===== src/core/timer_pkg.sv =====
// Shared constants, types and helpers of the capture/compare timer.
`default_nettype none
package timer_pkg;

  // ****************************************
  // Register byte offsets
  // ****************************************
  localparam logic [7:0] CTRL_OFS     = 8'h00;
  localparam logic [7:0] SELECT_OFS   = 8'h04;
  localparam logic [7:0] FORCE_OFS    = 8'h08;
  localparam logic [7:0] ACTION_OFS   = 8'h0C;
  localparam logic [7:0] CAPTEDGE_OFS = 8'h10;
  localparam logic [7:0] CHIRQEN_OFS  = 8'h14;
  localparam logic [7:0] FLAGS_OFS    = 8'h18;
  localparam logic [7:0] COUNT_OFS    = 8'h1C;
  localparam logic [7:0] CH7_OFS      = 8'h20;
  localparam logic [7:0] PORT_OFS     = 8'h24;
  localparam logic [7:0] PACTRL_OFS   = 8'h28;
  localparam logic [7:0] PAFLAG_OFS   = 8'h2C;
  localparam logic [7:0] PACOUNT_OFS  = 8'h30;
  localparam logic [7:0] CHVAL_OFS    = 8'h40;

  // ****************************************
  // Field positions and codes
  // ****************************************
  localparam int CTRL_ON_BIT    = 0;
  localparam int CTRL_RST7_BIT  = 1;
  localparam int CTRL_PRE_LSB   = 2;
  localparam int CTRL_OVFIE_BIT = 5;
  localparam int FLAGS_OVF_BIT  = 8;
  localparam int PA_INIE_BIT    = 0;
  localparam int PA_OVFIE_BIT   = 1;
  localparam int PA_EDGE_BIT    = 2;
  localparam int PA_MODE_BIT    = 3;
  localparam int PA_EN_BIT      = 4;
  localparam int PA_INF_BIT     = 0;
  localparam int PA_OVF_BIT     = 1;
  localparam logic [1:0] ACT_OFF    = 2'h0;
  localparam logic [1:0] ACT_TOGGLE = 2'h1;
  localparam logic [1:0] ACT_CLEAR  = 2'h2;
  localparam logic [1:0] ACT_SET    = 2'h3;
  localparam logic [15:0] COUNT_MAX = 16'hFFFF;
  localparam logic [15:0] COUNT_RST = 16'h0000;
  localparam logic [5:0]  DIV64_LAST = 6'h3F;

  // ****************************************
  // Types
  // ****************************************
  typedef struct packed {
    logic enable;
    logic modeSel;
    logic edgeSel;
    logic ovfIrqEn;
    logic inIrqEn;
  } pa_cfg_s;

  function automatic logic [15:0] merge16(input logic [15:0] old, input logic [15:0] dat,
                                          input logic [1:0] sel);
    merge16 = {sel[1] ? dat[15:8] : old[15:8], sel[0] ? dat[7:0] : old[7:0]};
  endfunction : merge16

endpackage : timer_pkg
`default_nettype wire


===== src/core/timer_cc_core.sv =====
// Eight-channel 16-bit capture/compare timer with Wishbone register access.
`timescale 1ns/1ps
`default_nettype none
module timer_cc_core #(
  parameter int NUM_CH = 8
) (
  // Clock and reset
  input  wire logic        clk,
  input  wire logic        rst_b,
  // Wishbone slave
  input  wire logic        cyc_i,
  input  wire logic        stb_i,
  input  wire logic        we_i,
  input  wire logic [7:0]  adr_i,
  input  wire logic [3:0]  sel_i,
  input  wire logic [31:0] dat_i,
  output logic      [31:0] dat_o,
  output logic             ack_o,
  // Timer pins
  input  wire logic [7:0]  pinIn,
  output logic      [7:0]  pinOut,
  output logic      [7:0]  pinOe,
  // Interrupt requests
  output logic      [7:0]  chIrq,
  output logic             paInputIrq,
  output logic             paOverflowIrq,
  output logic             counterOverflowIrq
);

  if (NUM_CH != 8) begin : g_bad_width
    $error("channel 7 override logic serves exactly eight channels");
  end

  // ****************************************
  // State
  // ****************************************
  typedef struct packed {
    logic [7:0]         sync1;
    logic [7:0]         sync2;
    logic [7:0]         prev;
    logic [6:0]         preCnt;
    logic [15:0]        count;
    logic [7:0][15:0]   chValue;
    logic               timerOn;
    logic               cntResetOn7;
    logic [2:0]         preSel;
    logic               cntOvfIrqEn;
    logic               cntOvfFlag;
    logic [7:0]         ccSelect;
    logic [15:0]        actionCfg;
    logic [15:0]        captEdge;
    logic [7:0]         chIrqEn;
    logic [7:0]         chFlag;
    logic [7:0]         ch7Mask;
    logic [7:0]         ch7Data;
    logic [7:0]         portData;
    logic [7:0]         portDir;
    logic [7:0]         cmpOut;
    timer_pkg::pa_cfg_s paCfg;
    logic               ack;
    logic [31:0]        rdata;
  } core_state_s;

  core_state_s s;
  core_state_s n;
  logic        reqTake;
  logic        wrEn;
  logic [6:0]  preMask;
  logic        tick;
  logic        div64Tick;
  logic        ch7Reset;
  logic [7:0]  forceW;
  logic [7:0]  capt;
  logic [7:0]  match;
  logic [7:0]  act;
  logic [7:0]  owned;
  logic [15:0] paCount;
  logic        paInFlag;
  logic        paOvfFlag;

  function automatic logic hit(input logic [7:0] adr, input logic [7:0] ofs);
    hit = (adr[7:2] == ofs[7:2]);
  endfunction : hit

  // ****************************************
  // Bus, prescaler and channel decode
  // ****************************************
  assign reqTake   = cyc_i & stb_i & ~s.ack;
  assign wrEn      = reqTake & we_i;
  assign preMask   = 7'((8'h01 << s.preSel) - 8'h01);
  assign tick      = s.timerOn & (&(s.preCnt | ~preMask));
  assign div64Tick = s.timerOn & (s.preCnt[5:0] == timer_pkg::DIV64_LAST);
  assign ch7Reset  = match[7] & s.cntResetOn7;
  assign forceW    = (wrEn && hit(adr_i, timer_pkg::FORCE_OFS) && sel_i[0]) ? dat_i[7:0] : 8'h00;

  for (genvar i = 0; i < 8; i++) begin : g_ch
    logic rise;
    logic fall;
    assign rise = s.sync2[i] & ~s.prev[i];
    assign fall = ~s.sync2[i] & s.prev[i];
    assign capt[i] = ~s.ccSelect[i]
                   & ((s.captEdge[2*i] & rise) | (s.captEdge[2*i+1] & fall));
    assign match[i] = s.ccSelect[i] & tick & (s.count == s.chValue[i]);
    assign act[i] = s.ccSelect[i] & (match[i] | forceW[i]);
    // Channel 7 mask takes the pin even when its own action pair is off.
    assign owned[i] = s.ccSelect[i]
                    & ((s.actionCfg[2*i +: 2] != timer_pkg::ACT_OFF) | s.ch7Mask[i]);
    assign pinOut[i] = owned[i] ? s.cmpOut[i] : s.portData[i];
    assign pinOe[i]  = owned[i] | s.portDir[i];
  end

  // ****************************************
  // Next-state logic
  // ****************************************
  always_comb begin
    n = s;
    n.ack   = reqTake;
    n.sync1 = pinIn;
    n.sync2 = s.sync1;
    n.prev  = s.sync2;
    n.preCnt = s.timerOn ? s.preCnt + 7'h01 : 7'h00;
    if (tick) begin
      n.count = ch7Reset ? timer_pkg::COUNT_RST : s.count + 16'h0001;
    end
    for (int i = 0; i < 8; i++) begin
      if (act[i]) begin
        case (s.actionCfg[2*i +: 2])
          timer_pkg::ACT_TOGGLE: n.cmpOut[i] = ~s.cmpOut[i];
          timer_pkg::ACT_CLEAR:  n.cmpOut[i] = 1'b0;
          timer_pkg::ACT_SET:    n.cmpOut[i] = 1'b1;
          default:               n.cmpOut[i] = s.cmpOut[i];
        endcase
      end
    end
    // Applied last so that channel 7 wins over any other compare.
    if (act[7]) begin
      for (int i = 0; i < 8; i++) begin
        if (s.ch7Mask[i]) begin
          n.cmpOut[i] = s.ch7Data[i];
        end
      end
    end
    if (wrEn) begin
      if (hit(adr_i, timer_pkg::CTRL_OFS) && sel_i[0]) begin
        n.timerOn     = dat_i[timer_pkg::CTRL_ON_BIT];
        n.cntResetOn7 = dat_i[timer_pkg::CTRL_RST7_BIT];
        n.preSel      = dat_i[timer_pkg::CTRL_PRE_LSB +: 3];
        n.cntOvfIrqEn = dat_i[timer_pkg::CTRL_OVFIE_BIT];
      end
      if (hit(adr_i, timer_pkg::SELECT_OFS) && sel_i[0]) begin
        n.ccSelect = dat_i[7:0];
      end
      if (hit(adr_i, timer_pkg::ACTION_OFS)) begin
        n.actionCfg = timer_pkg::merge16(s.actionCfg, dat_i[15:0], sel_i[1:0]);
      end
      if (hit(adr_i, timer_pkg::CAPTEDGE_OFS)) begin
        n.captEdge = timer_pkg::merge16(s.captEdge, dat_i[15:0], sel_i[1:0]);
      end
      if (hit(adr_i, timer_pkg::CHIRQEN_OFS) && sel_i[0]) begin
        n.chIrqEn = dat_i[7:0];
      end
      if (hit(adr_i, timer_pkg::CH7_OFS)) begin
        {n.ch7Data, n.ch7Mask} = timer_pkg::merge16({s.ch7Data, s.ch7Mask}, dat_i[15:0],
                                                    sel_i[1:0]);
      end
      // Port data is always stored, whoever owns the pin.
      if (hit(adr_i, timer_pkg::PORT_OFS)) begin
        {n.portDir, n.portData} = timer_pkg::merge16({s.portDir, s.portData}, dat_i[15:0],
                                                     sel_i[1:0]);
      end
      if (hit(adr_i, timer_pkg::PACTRL_OFS) && sel_i[0]) begin
        n.paCfg.enable   = dat_i[timer_pkg::PA_EN_BIT];
        n.paCfg.modeSel  = dat_i[timer_pkg::PA_MODE_BIT];
        n.paCfg.edgeSel  = dat_i[timer_pkg::PA_EDGE_BIT];
        n.paCfg.ovfIrqEn = dat_i[timer_pkg::PA_OVFIE_BIT];
        n.paCfg.inIrqEn  = dat_i[timer_pkg::PA_INIE_BIT];
      end
      if (adr_i[7:5] == timer_pkg::CHVAL_OFS[7:5]) begin
        n.chValue[adr_i[4:2]] = timer_pkg::merge16(s.chValue[adr_i[4:2]], dat_i[15:0],
                                                   sel_i[1:0]);
      end
    end
    // A capture in the same cycle as a software write keeps the captured time.
    for (int i = 0; i < 8; i++) begin
      if (capt[i]) begin
        n.chValue[i] = s.count;
      end
    end
    // Set wins over a simultaneous write-one clear.
    n.chFlag = s.chFlag & ~((wrEn && hit(adr_i, timer_pkg::FLAGS_OFS) && sel_i[0])
                            ? dat_i[7:0] : 8'h00);
    n.chFlag = n.chFlag | capt | match;
    n.cntOvfFlag = (s.cntOvfFlag & ~(wrEn && hit(adr_i, timer_pkg::FLAGS_OFS) && sel_i[1]
                                     && dat_i[timer_pkg::FLAGS_OVF_BIT]))
                 | (tick & ~ch7Reset & (s.count == timer_pkg::COUNT_MAX));
    if (reqTake && !we_i) begin
      n.rdata = 32'h0000_0000;
      case (adr_i[7:2])
        timer_pkg::CTRL_OFS[7:2]:
          n.rdata[5:0] = {s.cntOvfIrqEn, s.preSel, s.cntResetOn7, s.timerOn};
        timer_pkg::SELECT_OFS[7:2]:   n.rdata[7:0]  = s.ccSelect;
        timer_pkg::ACTION_OFS[7:2]:   n.rdata[15:0] = s.actionCfg;
        timer_pkg::CAPTEDGE_OFS[7:2]: n.rdata[15:0] = s.captEdge;
        timer_pkg::CHIRQEN_OFS[7:2]:  n.rdata[7:0]  = s.chIrqEn;
        timer_pkg::FLAGS_OFS[7:2]:    n.rdata[8:0]  = {s.cntOvfFlag, s.chFlag};
        timer_pkg::COUNT_OFS[7:2]:    n.rdata[15:0] = s.count;
        timer_pkg::CH7_OFS[7:2]:      n.rdata[15:0] = {s.ch7Data, s.ch7Mask};
        timer_pkg::PORT_OFS[7:2]:     n.rdata[15:0] = {s.portDir, s.portData};
        timer_pkg::PACTRL_OFS[7:2]:   n.rdata[4:0]  = s.paCfg;
        timer_pkg::PAFLAG_OFS[7:2]:   n.rdata[1:0]  = {paOvfFlag, paInFlag};
        timer_pkg::PACOUNT_OFS[7:2]:  n.rdata[15:0] = paCount;
        default: begin
          if (adr_i[7:5] == timer_pkg::CHVAL_OFS[7:5]) begin
            n.rdata[15:0] = s.chValue[adr_i[4:2]];
          end
        end
      endcase
    end
  end

  always_ff @(posedge clk) begin
    if (!rst_b) begin
      s <= '0;
    end else begin
      s <= n;
    end
  end

  // ****************************************
  // Pulse accumulator and outputs
  // ****************************************
  timer_pulse_accum u_accum (
    .clk       (clk),
    .rst_b     (rst_b),
    .pinLevel  (s.sync2[7]),
    .div64Tick (div64Tick),
    .cfg       (s.paCfg),
    .countWr   (wrEn && hit(adr_i, timer_pkg::PACOUNT_OFS)),
    .countData (dat_i[15:0]),
    .countSel  (sel_i[1:0]),
    .flagClr   ((wrEn && hit(adr_i, timer_pkg::PAFLAG_OFS) && sel_i[0]) ? dat_i[1:0] : 2'h0),
    .count     (paCount),
    .inFlag    (paInFlag),
    .ovfFlag   (paOvfFlag)
  );

  assign dat_o              = s.rdata;
  assign ack_o              = s.ack;
  assign chIrq              = s.chFlag & s.chIrqEn;
  assign paInputIrq         = paInFlag & s.paCfg.inIrqEn;
  assign paOverflowIrq      = paOvfFlag & s.paCfg.ovfIrqEn;
  assign counterOverflowIrq = s.cntOvfFlag & s.cntOvfIrqEn;
endmodule : timer_cc_core
`default_nettype wire


===== src/core/timer_pulse_accum.sv =====
// Sixteen-bit pulse accumulator fed by the shared channel 7 pin.
`timescale 1ns/1ps
`default_nettype none
module timer_pulse_accum (
  // Clock and reset
  input  wire logic               clk,
  input  wire logic               rst_b,
  // Pin level, already synchronised, and prescaler enable
  input  wire logic               pinLevel,
  input  wire logic               div64Tick,
  // Configuration and software access
  input  wire timer_pkg::pa_cfg_s cfg,
  input  wire logic               countWr,
  input  wire logic [15:0]        countData,
  input  wire logic [1:0]         countSel,
  input  wire logic [1:0]         flagClr,
  // State
  output logic [15:0]             count,
  output logic                    inFlag,
  output logic                    ovfFlag
);

  typedef struct packed {
    logic        prev;
    logic [15:0] count;
    logic        inFlag;
    logic        ovfFlag;
  } pa_state_s;

  pa_state_s s;
  pa_state_s n;
  logic      edgeEv;
  logic      inc;

  // Trailing edge of the active gate level coincides with the counted edge.
  assign edgeEv = cfg.enable & (cfg.edgeSel ? (pinLevel & ~s.prev) : (~pinLevel & s.prev));
  // div64Tick is already gated off while the timer is stopped.
  assign inc = cfg.modeSel ? (cfg.enable & div64Tick & (pinLevel ^ cfg.edgeSel))
                           : edgeEv;

  always_comb begin
    n = s;
    n.prev = pinLevel;
    if (countWr) begin
      n.count = timer_pkg::merge16(s.count, countData, countSel);
    end else if (inc) begin
      n.count = s.count + 16'h0001;
    end
    n.inFlag = (s.inFlag & ~flagClr[0]) | edgeEv;
    n.ovfFlag = (s.ovfFlag & ~flagClr[1]) | (inc & ~countWr & (s.count == timer_pkg::COUNT_MAX));
  end

  always_ff @(posedge clk) begin
    if (!rst_b) begin
      s <= '0;
    end else begin
      s <= n;
    end
  end

  assign count   = s.count;
  assign inFlag  = s.inFlag;
  assign ovfFlag = s.ovfFlag;
endmodule : timer_pulse_accum
`default_nettype wire


===== config.mk =====
export PLATFORM = sky130hd
export DESIGN_NAME = timer_cc_core
export DESIGN_NICKNAME = d
export VERILOG_FILES = /design/src/core/timer_pkg.sv /design/src/core/timer_cc_core.sv /design/src/core/timer_pulse_accum.sv
export SDC_FILE = /design/constraint.sdc
export NUM_CORES = 1
export LEC_CHECK = 0
export BUFFER_PORTS_ARGS = -buffer_cell sky130_fd_sc_hd__buf_4
export CAP_MARGIN = 20
export CORE_ASPECT_RATIO = 1.25
export CORE_UTILIZATION = 25
export CTS_CLUSTER_SIZE = 8
export DETAILED_ROUTE_END_ITERATION = 10
export GPL_ROUTABILITY_DRIVEN = 1
export PLACE_DENSITY = 0.52
export SETUP_SLACK_MARGIN = 0.5
export SLEW_MARGIN = 15
export SYNTH_ARGS = -nofsm -noshare
export SYNTH_HDL_FRONTEND = slang
export SYNTH_SLANG_ARGS = --single-unit

===== constraint.sdc =====
create_clock -name clk -period 3.1 [get_ports clk]
set_input_delay 0.155 -clock clk [delete_from_list [all_inputs] [get_ports clk]]
set_output_delay 0.155 -clock clk [all_outputs]
set_load 0.02 [all_outputs]

### Word level (Yosys, flattened, before mapping)

Cells that the tools add are included.
Widths: inputs -> output; s select.

* add/sub/neg operators: 4
* magnitude comparators: 2
* eq/ne operators: 50
* shifts and indexed selects: 1
* multiplexer cells: 68
* bitwise operators: 175
* reduce and logical (&&, ||, !) cells: 70

Operators with widths (count)
* $mux 16: 14
* $mux 134: 1
* $bwmux 128: 1
* $eq 16x16->1: 8
* $mux 128: 1
* $and 1x1->1: 93
* $mux 8: 7
* $reduce_bool 2->1: 25
* $pmux 7 s7: 1
* $bmux 16 s3: 1
* $demux 16 s3: 1
* $not 1->1: 39
* $pmux 3 s12: 1
* $or 1x1->1: 35
* $add 16x1->16 const B: 2
* $eq 16x16->1 const B: 2
* $eq 2x2->1 const B: 16
* $eq 6x4->1 const B: 5
* $reduce_and 2->1: 15
* $mux 1: 26
* $eq 6x3->1 const B: 4
* $pmux 1 s3: 8
* $pmux 2 s12: 1
* $reduce_and 3->1: 8
* other kinds (30): 55

* bits in registers: 319
* bits of input ports: 57
* output and inout port bits: 60
* word-level logic and storage cells: 412

### Logic depth before layout (Yosys ltp)

Gate-level depths: netlist of the first run.

* word-level depth: 13
* mapped depth: 12
* mapped depth without buffers: 9

### By module

From an unflattened synthesis of the first run, not the netlist that was laid out.

* cell total of the unflattened synthesis: 2267
* area, all modules: 18144.9 um2

Modules (own cells, without submodules)
* timer_cc_core: instances 1, cells an instance 2096, area an instance 16866.2 um2, seq. area each 6005.8 um2
* timer_pulse_accum: instances 1, cells an instance 171, area an instance 1278.7 um2, seq. area each 380.4 um2

### Worst setup path before layout of the first run

OpenSTA, ideal clock, no wires.

* kind: register to register
* from: register s[138] (netlist name)
* to: register s[41] (netlist name)
* library setup time: 72 ps
* data arrival time: 2834 ps
* data required time: 3028 ps
* path slack: 195 ps
* stages on the path, launching flop included: 11
* path buffers: 2
* clock period less this slack: 2905 ps
* cell sequence: dfxtp_1 clkbuf_4 or3_1 ha_1 or3b_2 a31oi_1 or4b_4 buf_6 nor4_2 mux2_2 mux2i_1

* cells in the longest elaborated chain, start to end: 13
* elaborated cells between the ends (all ways): 17
* those cells by class: add/sub: 1; shift: 1; mux: 3; bitwise: 11; reduce/logical: 1

RTL lines
* from (decl): line timer_cc_core.sv:64 `core_state_s s;`
* from (signal assigned): line timer_cc_core.sv:225 `s <= n;`
* $shl 1x3->7 *: line timer_cc_core.sv:90 `assign preMask = 7'((8'h01 << s.preSel) - 8'h01);`
* $sub 7x1->7 *: line timer_cc_core.sv:90
* $not 7->7 *: line timer_cc_core.sv:91 `assign tick = s.timerOn & (&(s.preCnt | ~preMask));`
* $or 7x7->7 *: line timer_cc_core.sv:91
* $reduce_and 7->1 *: line timer_cc_core.sv:91
* $and 1x1->1 *: line timer_cc_core.sv:91
* $and 1x1->1 (2 in series): line timer_cc_core.sv:103 `assign match[i] = s.ccSelect[i] & tick & (s.count == s.chValue[i]);`
* $or 1x1->1: line timer_cc_core.sv:104 `assign act[i] = s.ccSelect[i] & (match[i] | forceW[i]);`
* $and 1x1->1: line timer_cc_core.sv:104
* $mux 1: line timer_cc_core.sv:126 `if (act[i]) begin`
* $mux 1: line timer_cc_core.sv:138 `if (s.ch7Mask[i]) begin`
* $mux 8 *: line timer_cc_core.sv:136 `if (act[7]) begin`

Every way passes the cells marked *; elsewhere a longest branch is shown, timed or not.
A chain may end at the register's enable or synchronous reset.

### Worst setup path after layout of the first run

* from: register s[137] (netlist name)
* to: register s[43] (netlist name)

Same word-level chain as after synthesis.

==> metrics.cfg, run 1 <==
[timing]
worst_pin_slew_ns=0.949
max_freq_ghz=0.363
finalSetupViolCount=0
relSlewSlack_pct=36.8
hold_viol_final=0
skew_ns=0.0175
finalSetupTns_ns=0
setup_ws_ns=0.349
slew_violations=0
finalCritPeriodShare_pct=88.8
rsz0062_at_grt=true
whs_ns=0.102
fin_crit_ns=2.75

[floorplan]
num_rows=109
start_util_pct=25.3
io_pins=117
coreArea_um2=70900
dieArea_um2=72900
fp.dieW_um=242
die_h_um=302

[finish]
regArea_um2=6370
syn_to_final_growth_pct=20.0
final_cell_mix=385 x a21oi_1, 314 x dfxtp_1, 196 x buf_4, 190 x nand2_1, 173 x nor2_1
utilization_pct=30.4
stdcell_area_um2=21500
layout.nets=2375
multiInputGateArea_um2=10800
layout.cells.non_filler=3262
num-fill-cells=7500
final_common_cell=a21oi_1
drive_above_1_share_pct=16.6
antenna_cells=0

[detailed_routing]
drt_iter0_drc=1939
detail_route.wl_per_cell_um=23.5
viasPerCell=5.45
first_pass_iters=9
wirelength_mm=76.5
route.detailed.drc=0
ant_nets=0
via_count=17767

[synthesis]
synth-seq-cells=318
yosysWarnings=0
synth_async_sr_flop_share_pct=0
syn_area_um2=17900
synth_ff_type=dfxtp_1
synth_edf_count=0
syn_avg_cell_area_um2=7.98
synth_cell_types=76
ys_seq_area_share_pct=35.5
syn-instance-count=2249

[status]
status=completed

[place]
dp_hpwl_mm=54.4
place_area_um2=19800
port_buffers=80
gp_congestion=0.931
dpl_worst_slack_ns=0.331
placed_cells_incl_taps=3172

[power]
p_leak_nw=7.98
pwr_density_cell_nw_per_um2=443
irDropWorstVdd_v=0.000378
total_power_mw=9.54

[global_routing]
antenna_found_initial=0
grt.total_usage_pct=20.4
grt_pass1_wl_mm=112
first_global_vias=16330
grt.overflow.total=0
grt_max_degree=67

[critical_path]
start_kind=register
cp.required_ns=3.60
cp-end-kind=register
worstSetupPathType=reg2reg
arrival_ns=3.26
critPathMaxFanout=10

[job]
max_cap_violations=0

[clock_network]
clock-root-buffer=clkbuf_16
clk_pin_slew_ns=0.05
clockBufferDepth=3
tritoncts=built
clk_latency_ns=0.58
cts_made_buffers=46
h-tree-depth=2
cts_sinks=318

[worst_hold_path]
hold_class=in2reg

## power breakdown
part / switching (mW) / internal [mW] / total [mW] / leakage, nW
combinational: 0.469 / 0.243 / 0.713 / 4.79
sequential: 0.0459 / 4.13 / 4.17 / 2.57
clock: 1.88 / 2.78 / 4.66 / 0.618
## metal layers
| layer | vias up | track usage (%) | part of all wire, % |
|---|---|---|---|
| li1 | 8147 | - | - |
| met1 | 8705 | 25.8 | 41 |
| met2 | 761 | 34.3 | 48 |
| met3 | 154 | 2.87 | 6.4 |
| met4 | 0 | 9.08 | 4.7 |
| met5 | - | 0 | 0 |
## worst max-delay path, cell delays in order, from the launching register on
cell and delay, ns:
dfxtp_2 0.32, or3_4 0.39, ha_4 0.19, or3b_2 0.20
a31oi_2 0.10, or4b_4 0.61, buf_12 0.20, nor4_4 0.23
mux2_4 0.33, mux2i_1 0.12
## registers in the layout, summed over array words and instances, names as in the netlist
signal,count
ack_o,1
u_accum.ovfFlag,1
dat_o,16
n,16
u_accum.inFlag,1
u_accum.count,16
s,267
## final cells by class
| type | instances | area share (%) |
|---|---|---|
| well taps | 943 | 5.48 |
| multi-input cells | 1704 | 50.1 |
| clock inverters | 1 | 0.0407 |
| repair buffers | 234 | 8.86 |
| flip-flops and latches | 318 | 29.6 |
| inverters | 10 | 0.186 |
| clock buffers | 52 | 5.79 |
## worst paths after layout
path | from | endpoint | slack (ns) | depth (start not counted)
min | adr_i[7] | dat_o[3] | 0.10 | 4
max reg2reg | s[137] | s[43] | 0.35 | 9
min reg2reg | n[304] | n[296] | 0.43 | 1
max | s[137] | s[43] | 0.35 | 9
## repair_timing
item,CTS,global route
resized for setup,5,28
endpoints found under the setup margin,19,33
cloned,0,1
pin swaps,2,7
endpoints found under the hold margin,110,0
hold buffers,29,0
setup buffers,4,3
## synth_stat cells (all sizes together), types with 4 or more instances
cell,instances,share of area (%)
a22oi,14,0.59
nand2b,14,0.49
dfxtp,318,35
a41oi,14,0.68
nor3,20,0.62
or3,7,0.24
xor2,112,5.5
o21ai,179,5.0
a211oi,7,0.32
or2,5,0.17
mux2,35,2.2
a222oi,10,0.56
a221oi,20,0.98
nand2,192,4.0
nor2,182,3.9
buf,79,2.7
nand4,20,0.70
a22o,5,0.24
nor4b,6,0.36
clkbuf,153,3.2
xnor2,33,1.6
a31oi,12,0.42
ha,4,0.28
a21boi,9,0.38
and3,16,0.56
nand3,130,3.6
o31ai,8,0.33
nor3b,9,0.40
nand3b,19,0.79
and2,44,1.5
a32o,5,0.28
inv,10,0.21
or3b,4,0.20
mux2i,30,1.7
o211ai,7,0.32
mux4,32,4.0
nor2b,10,0.35
a21o,9,0.38
nor4,44,2.3
a21oi,387,11
o21a,4,0.17
## cell families (layout without fill, tap and decap cells)
kind of cell	after synthesis	in the layout	synth area share (%)
AO/OA/AOI/OAI	708	708	22.3
flip-flops	318	318	35.5
AND/OR/NAND/NOR	734	734	20.8
XOR/XNOR	145	145	7.08
adder cells (fa/ha/maj)	4	4	0.279
multiplexers	97	97	7.89
buffers and inverters	242	297	6.11
other	1	16	0.0209
No activity file was read; power rests on OpenSTA's default activity.
==> run 2: changes to the inputs <==
--- a/config.mk
+++ b/config.mk
@@ -12,6 +12,7 @@
 export CTS_CLUSTER_SIZE = 8
 export DETAILED_ROUTE_END_ITERATION = 10
 export GPL_ROUTABILITY_DRIVEN = 1
+export GPL_TIMING_DRIVEN = 0
 export PLACE_DENSITY = 0.52
 export SETUP_SLACK_MARGIN = 0.5
 export SLEW_MARGIN = 15
==> constraint.sdc (replaced) <==
create_clock -name clk -period 2.45 [get_ports clk]
set_input_delay 0.1225 -clock clk [delete_from_list [all_inputs] [get_ports clk]]
set_output_delay 0.1225 -clock clk [all_outputs]
set_load 0.02 [all_outputs]
==> metrics.cfg, run 2 (synthesized netlist as in run 1, its figures left out) <==
[status]
status=complete, but fails checks
violations=negative setup slack

[power]
p_leak_nw=8.95
total_power_mw=12.3
pwr_density_cell_nw_per_um2=499
clkPwrFrac_pct=47.5
intPower_mw=8.99
p_comb_share_pct=9.8
p_seq_share_pct=42.7
swShare_pct=26.9
irDropWorstVdd_v=0.000405
switchingPower_mw=3.31

[job]
max_cap_violations=0

[detailed_routing]
detail_route.wl_per_cell_um=27.9
via_count=19450
wirelength_mm=96.3
viasPerCell=5.64
route.detailed.drc=0
first_pass_iters=8
drt_iter0_drc=2227
ant_nets=0

[critical_path]
cp-end-kind=register
critPathMaxFanout=6
arrival_ns=3.52
worstSetupPathType=reg2reg
cp.required_ns=2.96
start_kind=register

[finish]
drive_above_1_share_pct=34.4
syn_to_final_growth_pct=37.3
regMostFlops=s
layout.cells.non_filler=3447
layout.nets=2562
antenna_cells=0
stdcell_area_um2=24600
final_cell_mix=280 x a21oi_1, 227 x dfxtp_1, 181 x buf_4, 176 x nand2_1, 168 x o21ai_0
largest_reg_flops=267
utilization_pct=34.7
final_common_cell=a21oi_1

[global_routing]
antenna_found_initial=0
grt.total_usage_pct=25.5
grt_max_degree=12
grt_pass1_wl_mm=134
first_global_vias=18002
grt.overflow.total=0

[floorplan]
num_rows=109
coreArea_um2=70900
fp.dieW_um=242
start_util_pct=25.3
dieArea_um2=72900
io_pins=117
die_h_um=302

[clock_network]
cts_sinks=318
cts_made_buffers=45
tritoncts=built
clk_latency_ns=0.60
h-tree-depth=2
clock-root-buffer=clkbuf_16
clockBufferDepth=3
clk_pin_slew_ns=0.05

[timing]
slew_violations=0
relSlewSlack_pct=21.2
worst_pin_slew_ns=1.18
fin_crit_ns=3.00
rsz0062_at_grt=true
skew_ns=0.0214
hold_viol_final=0
setup_ws_ns=-0.555
max_freq_ghz=0.333
finalSetupViolCount=33
finalCritPeriodShare_pct=123

[place]
placed_cells_incl_taps=3284
port_buffers=75
gp_congestion=1.03
place_area_um2=20100
dp_hpwl_mm=70.4

[worst_hold_path]
hold_class=in2reg

## run 2: metrics by stage
step,hold WS (ns),TNS [ns],setup slack [ns]
finish,0.0312,-11.42,-0.555
floorplan,0.250,-3.20,-0.171
CTS,0.0169,-11.73,-0.586
global route,0.0344,-14.10,-0.622
global placement,0.334,-131.81,-0.887
detailed placement,0.334,-123.38,-0.886
## run 2: worst max-delay path, cell delays in order, from the launching register on
cell and delay, ns:
dfxtp_2 0.33, buf_6 0.12, or3_4 0.38, ha_4 0.18, or3b_2 0.21, a31oi_4 0.09
or4b_4 0.54, buf_12 0.17, nor4_4 0.27, nand4_1 0.41, a21oi_1 0.24
## run 2: area by class of cell
type / instances / area [um^2]
fill: 7458 / 46300
inverter: 10 / 37.5
multi-input combinational: 1704 / 12500
clock inverter: 1 / 8.76
timing repair buffer: 190 / 1800
buffer: 232 / 1400
sequential: 318 / 6520
clock buffer: 49 / 1190
tap: 943 / 1180
## run 2: layer usage
metal | vias to the layer above | track usage (%) | wire (um)
met1 | 9483 | 30.2 | 36100
met4 | 0 | 19.5 | 8170
met5 | - | 0 | 0
li1 | 8534 | - | -
met3 | 345 | 4.66 | 7920
met2 | 1088 | 40.9 | 44100
## run 2: path summary, 6_finish.rpt
path                                from        to  slack [ns]  cells past startpoint
worst min register to register    n[305]    n[297]        0.43                      1
worst min-delay path            adr_i[5]  dat_o[9]        0.03                      4
worst max register to register    s[137]    s[134]       -0.55                     10
worst max-delay path              s[137]    s[134]       -0.55                     10
## run 2: power by group through the flow
stage | clock [mW] | combinational, mW | sequential (mW)
2_1_floorplan | 0 | 0.540 | 5.34
3_3_place_gp | 0 | 0.963 | 5.37
3_5_place_dp | 0 | 0.965 | 5.37
4_1_cts | 5.86 | 1.13 | 5.25
5_1_grt | 6.05 | 1.24 | 5.25
6_report | 5.84 | 1.21 | 5.25
## run 2: what timing repair did
item / in CTS / in global routing
setup buffers: 59 / 31
hold buffers: 21 / 0
endpoints found under the hold margin: 51 / 0
cloned: 2 / 0
setup endpoints to repair: 301 / 239
pin swaps: 118 / 126
gates resized for setup: 362 / 387
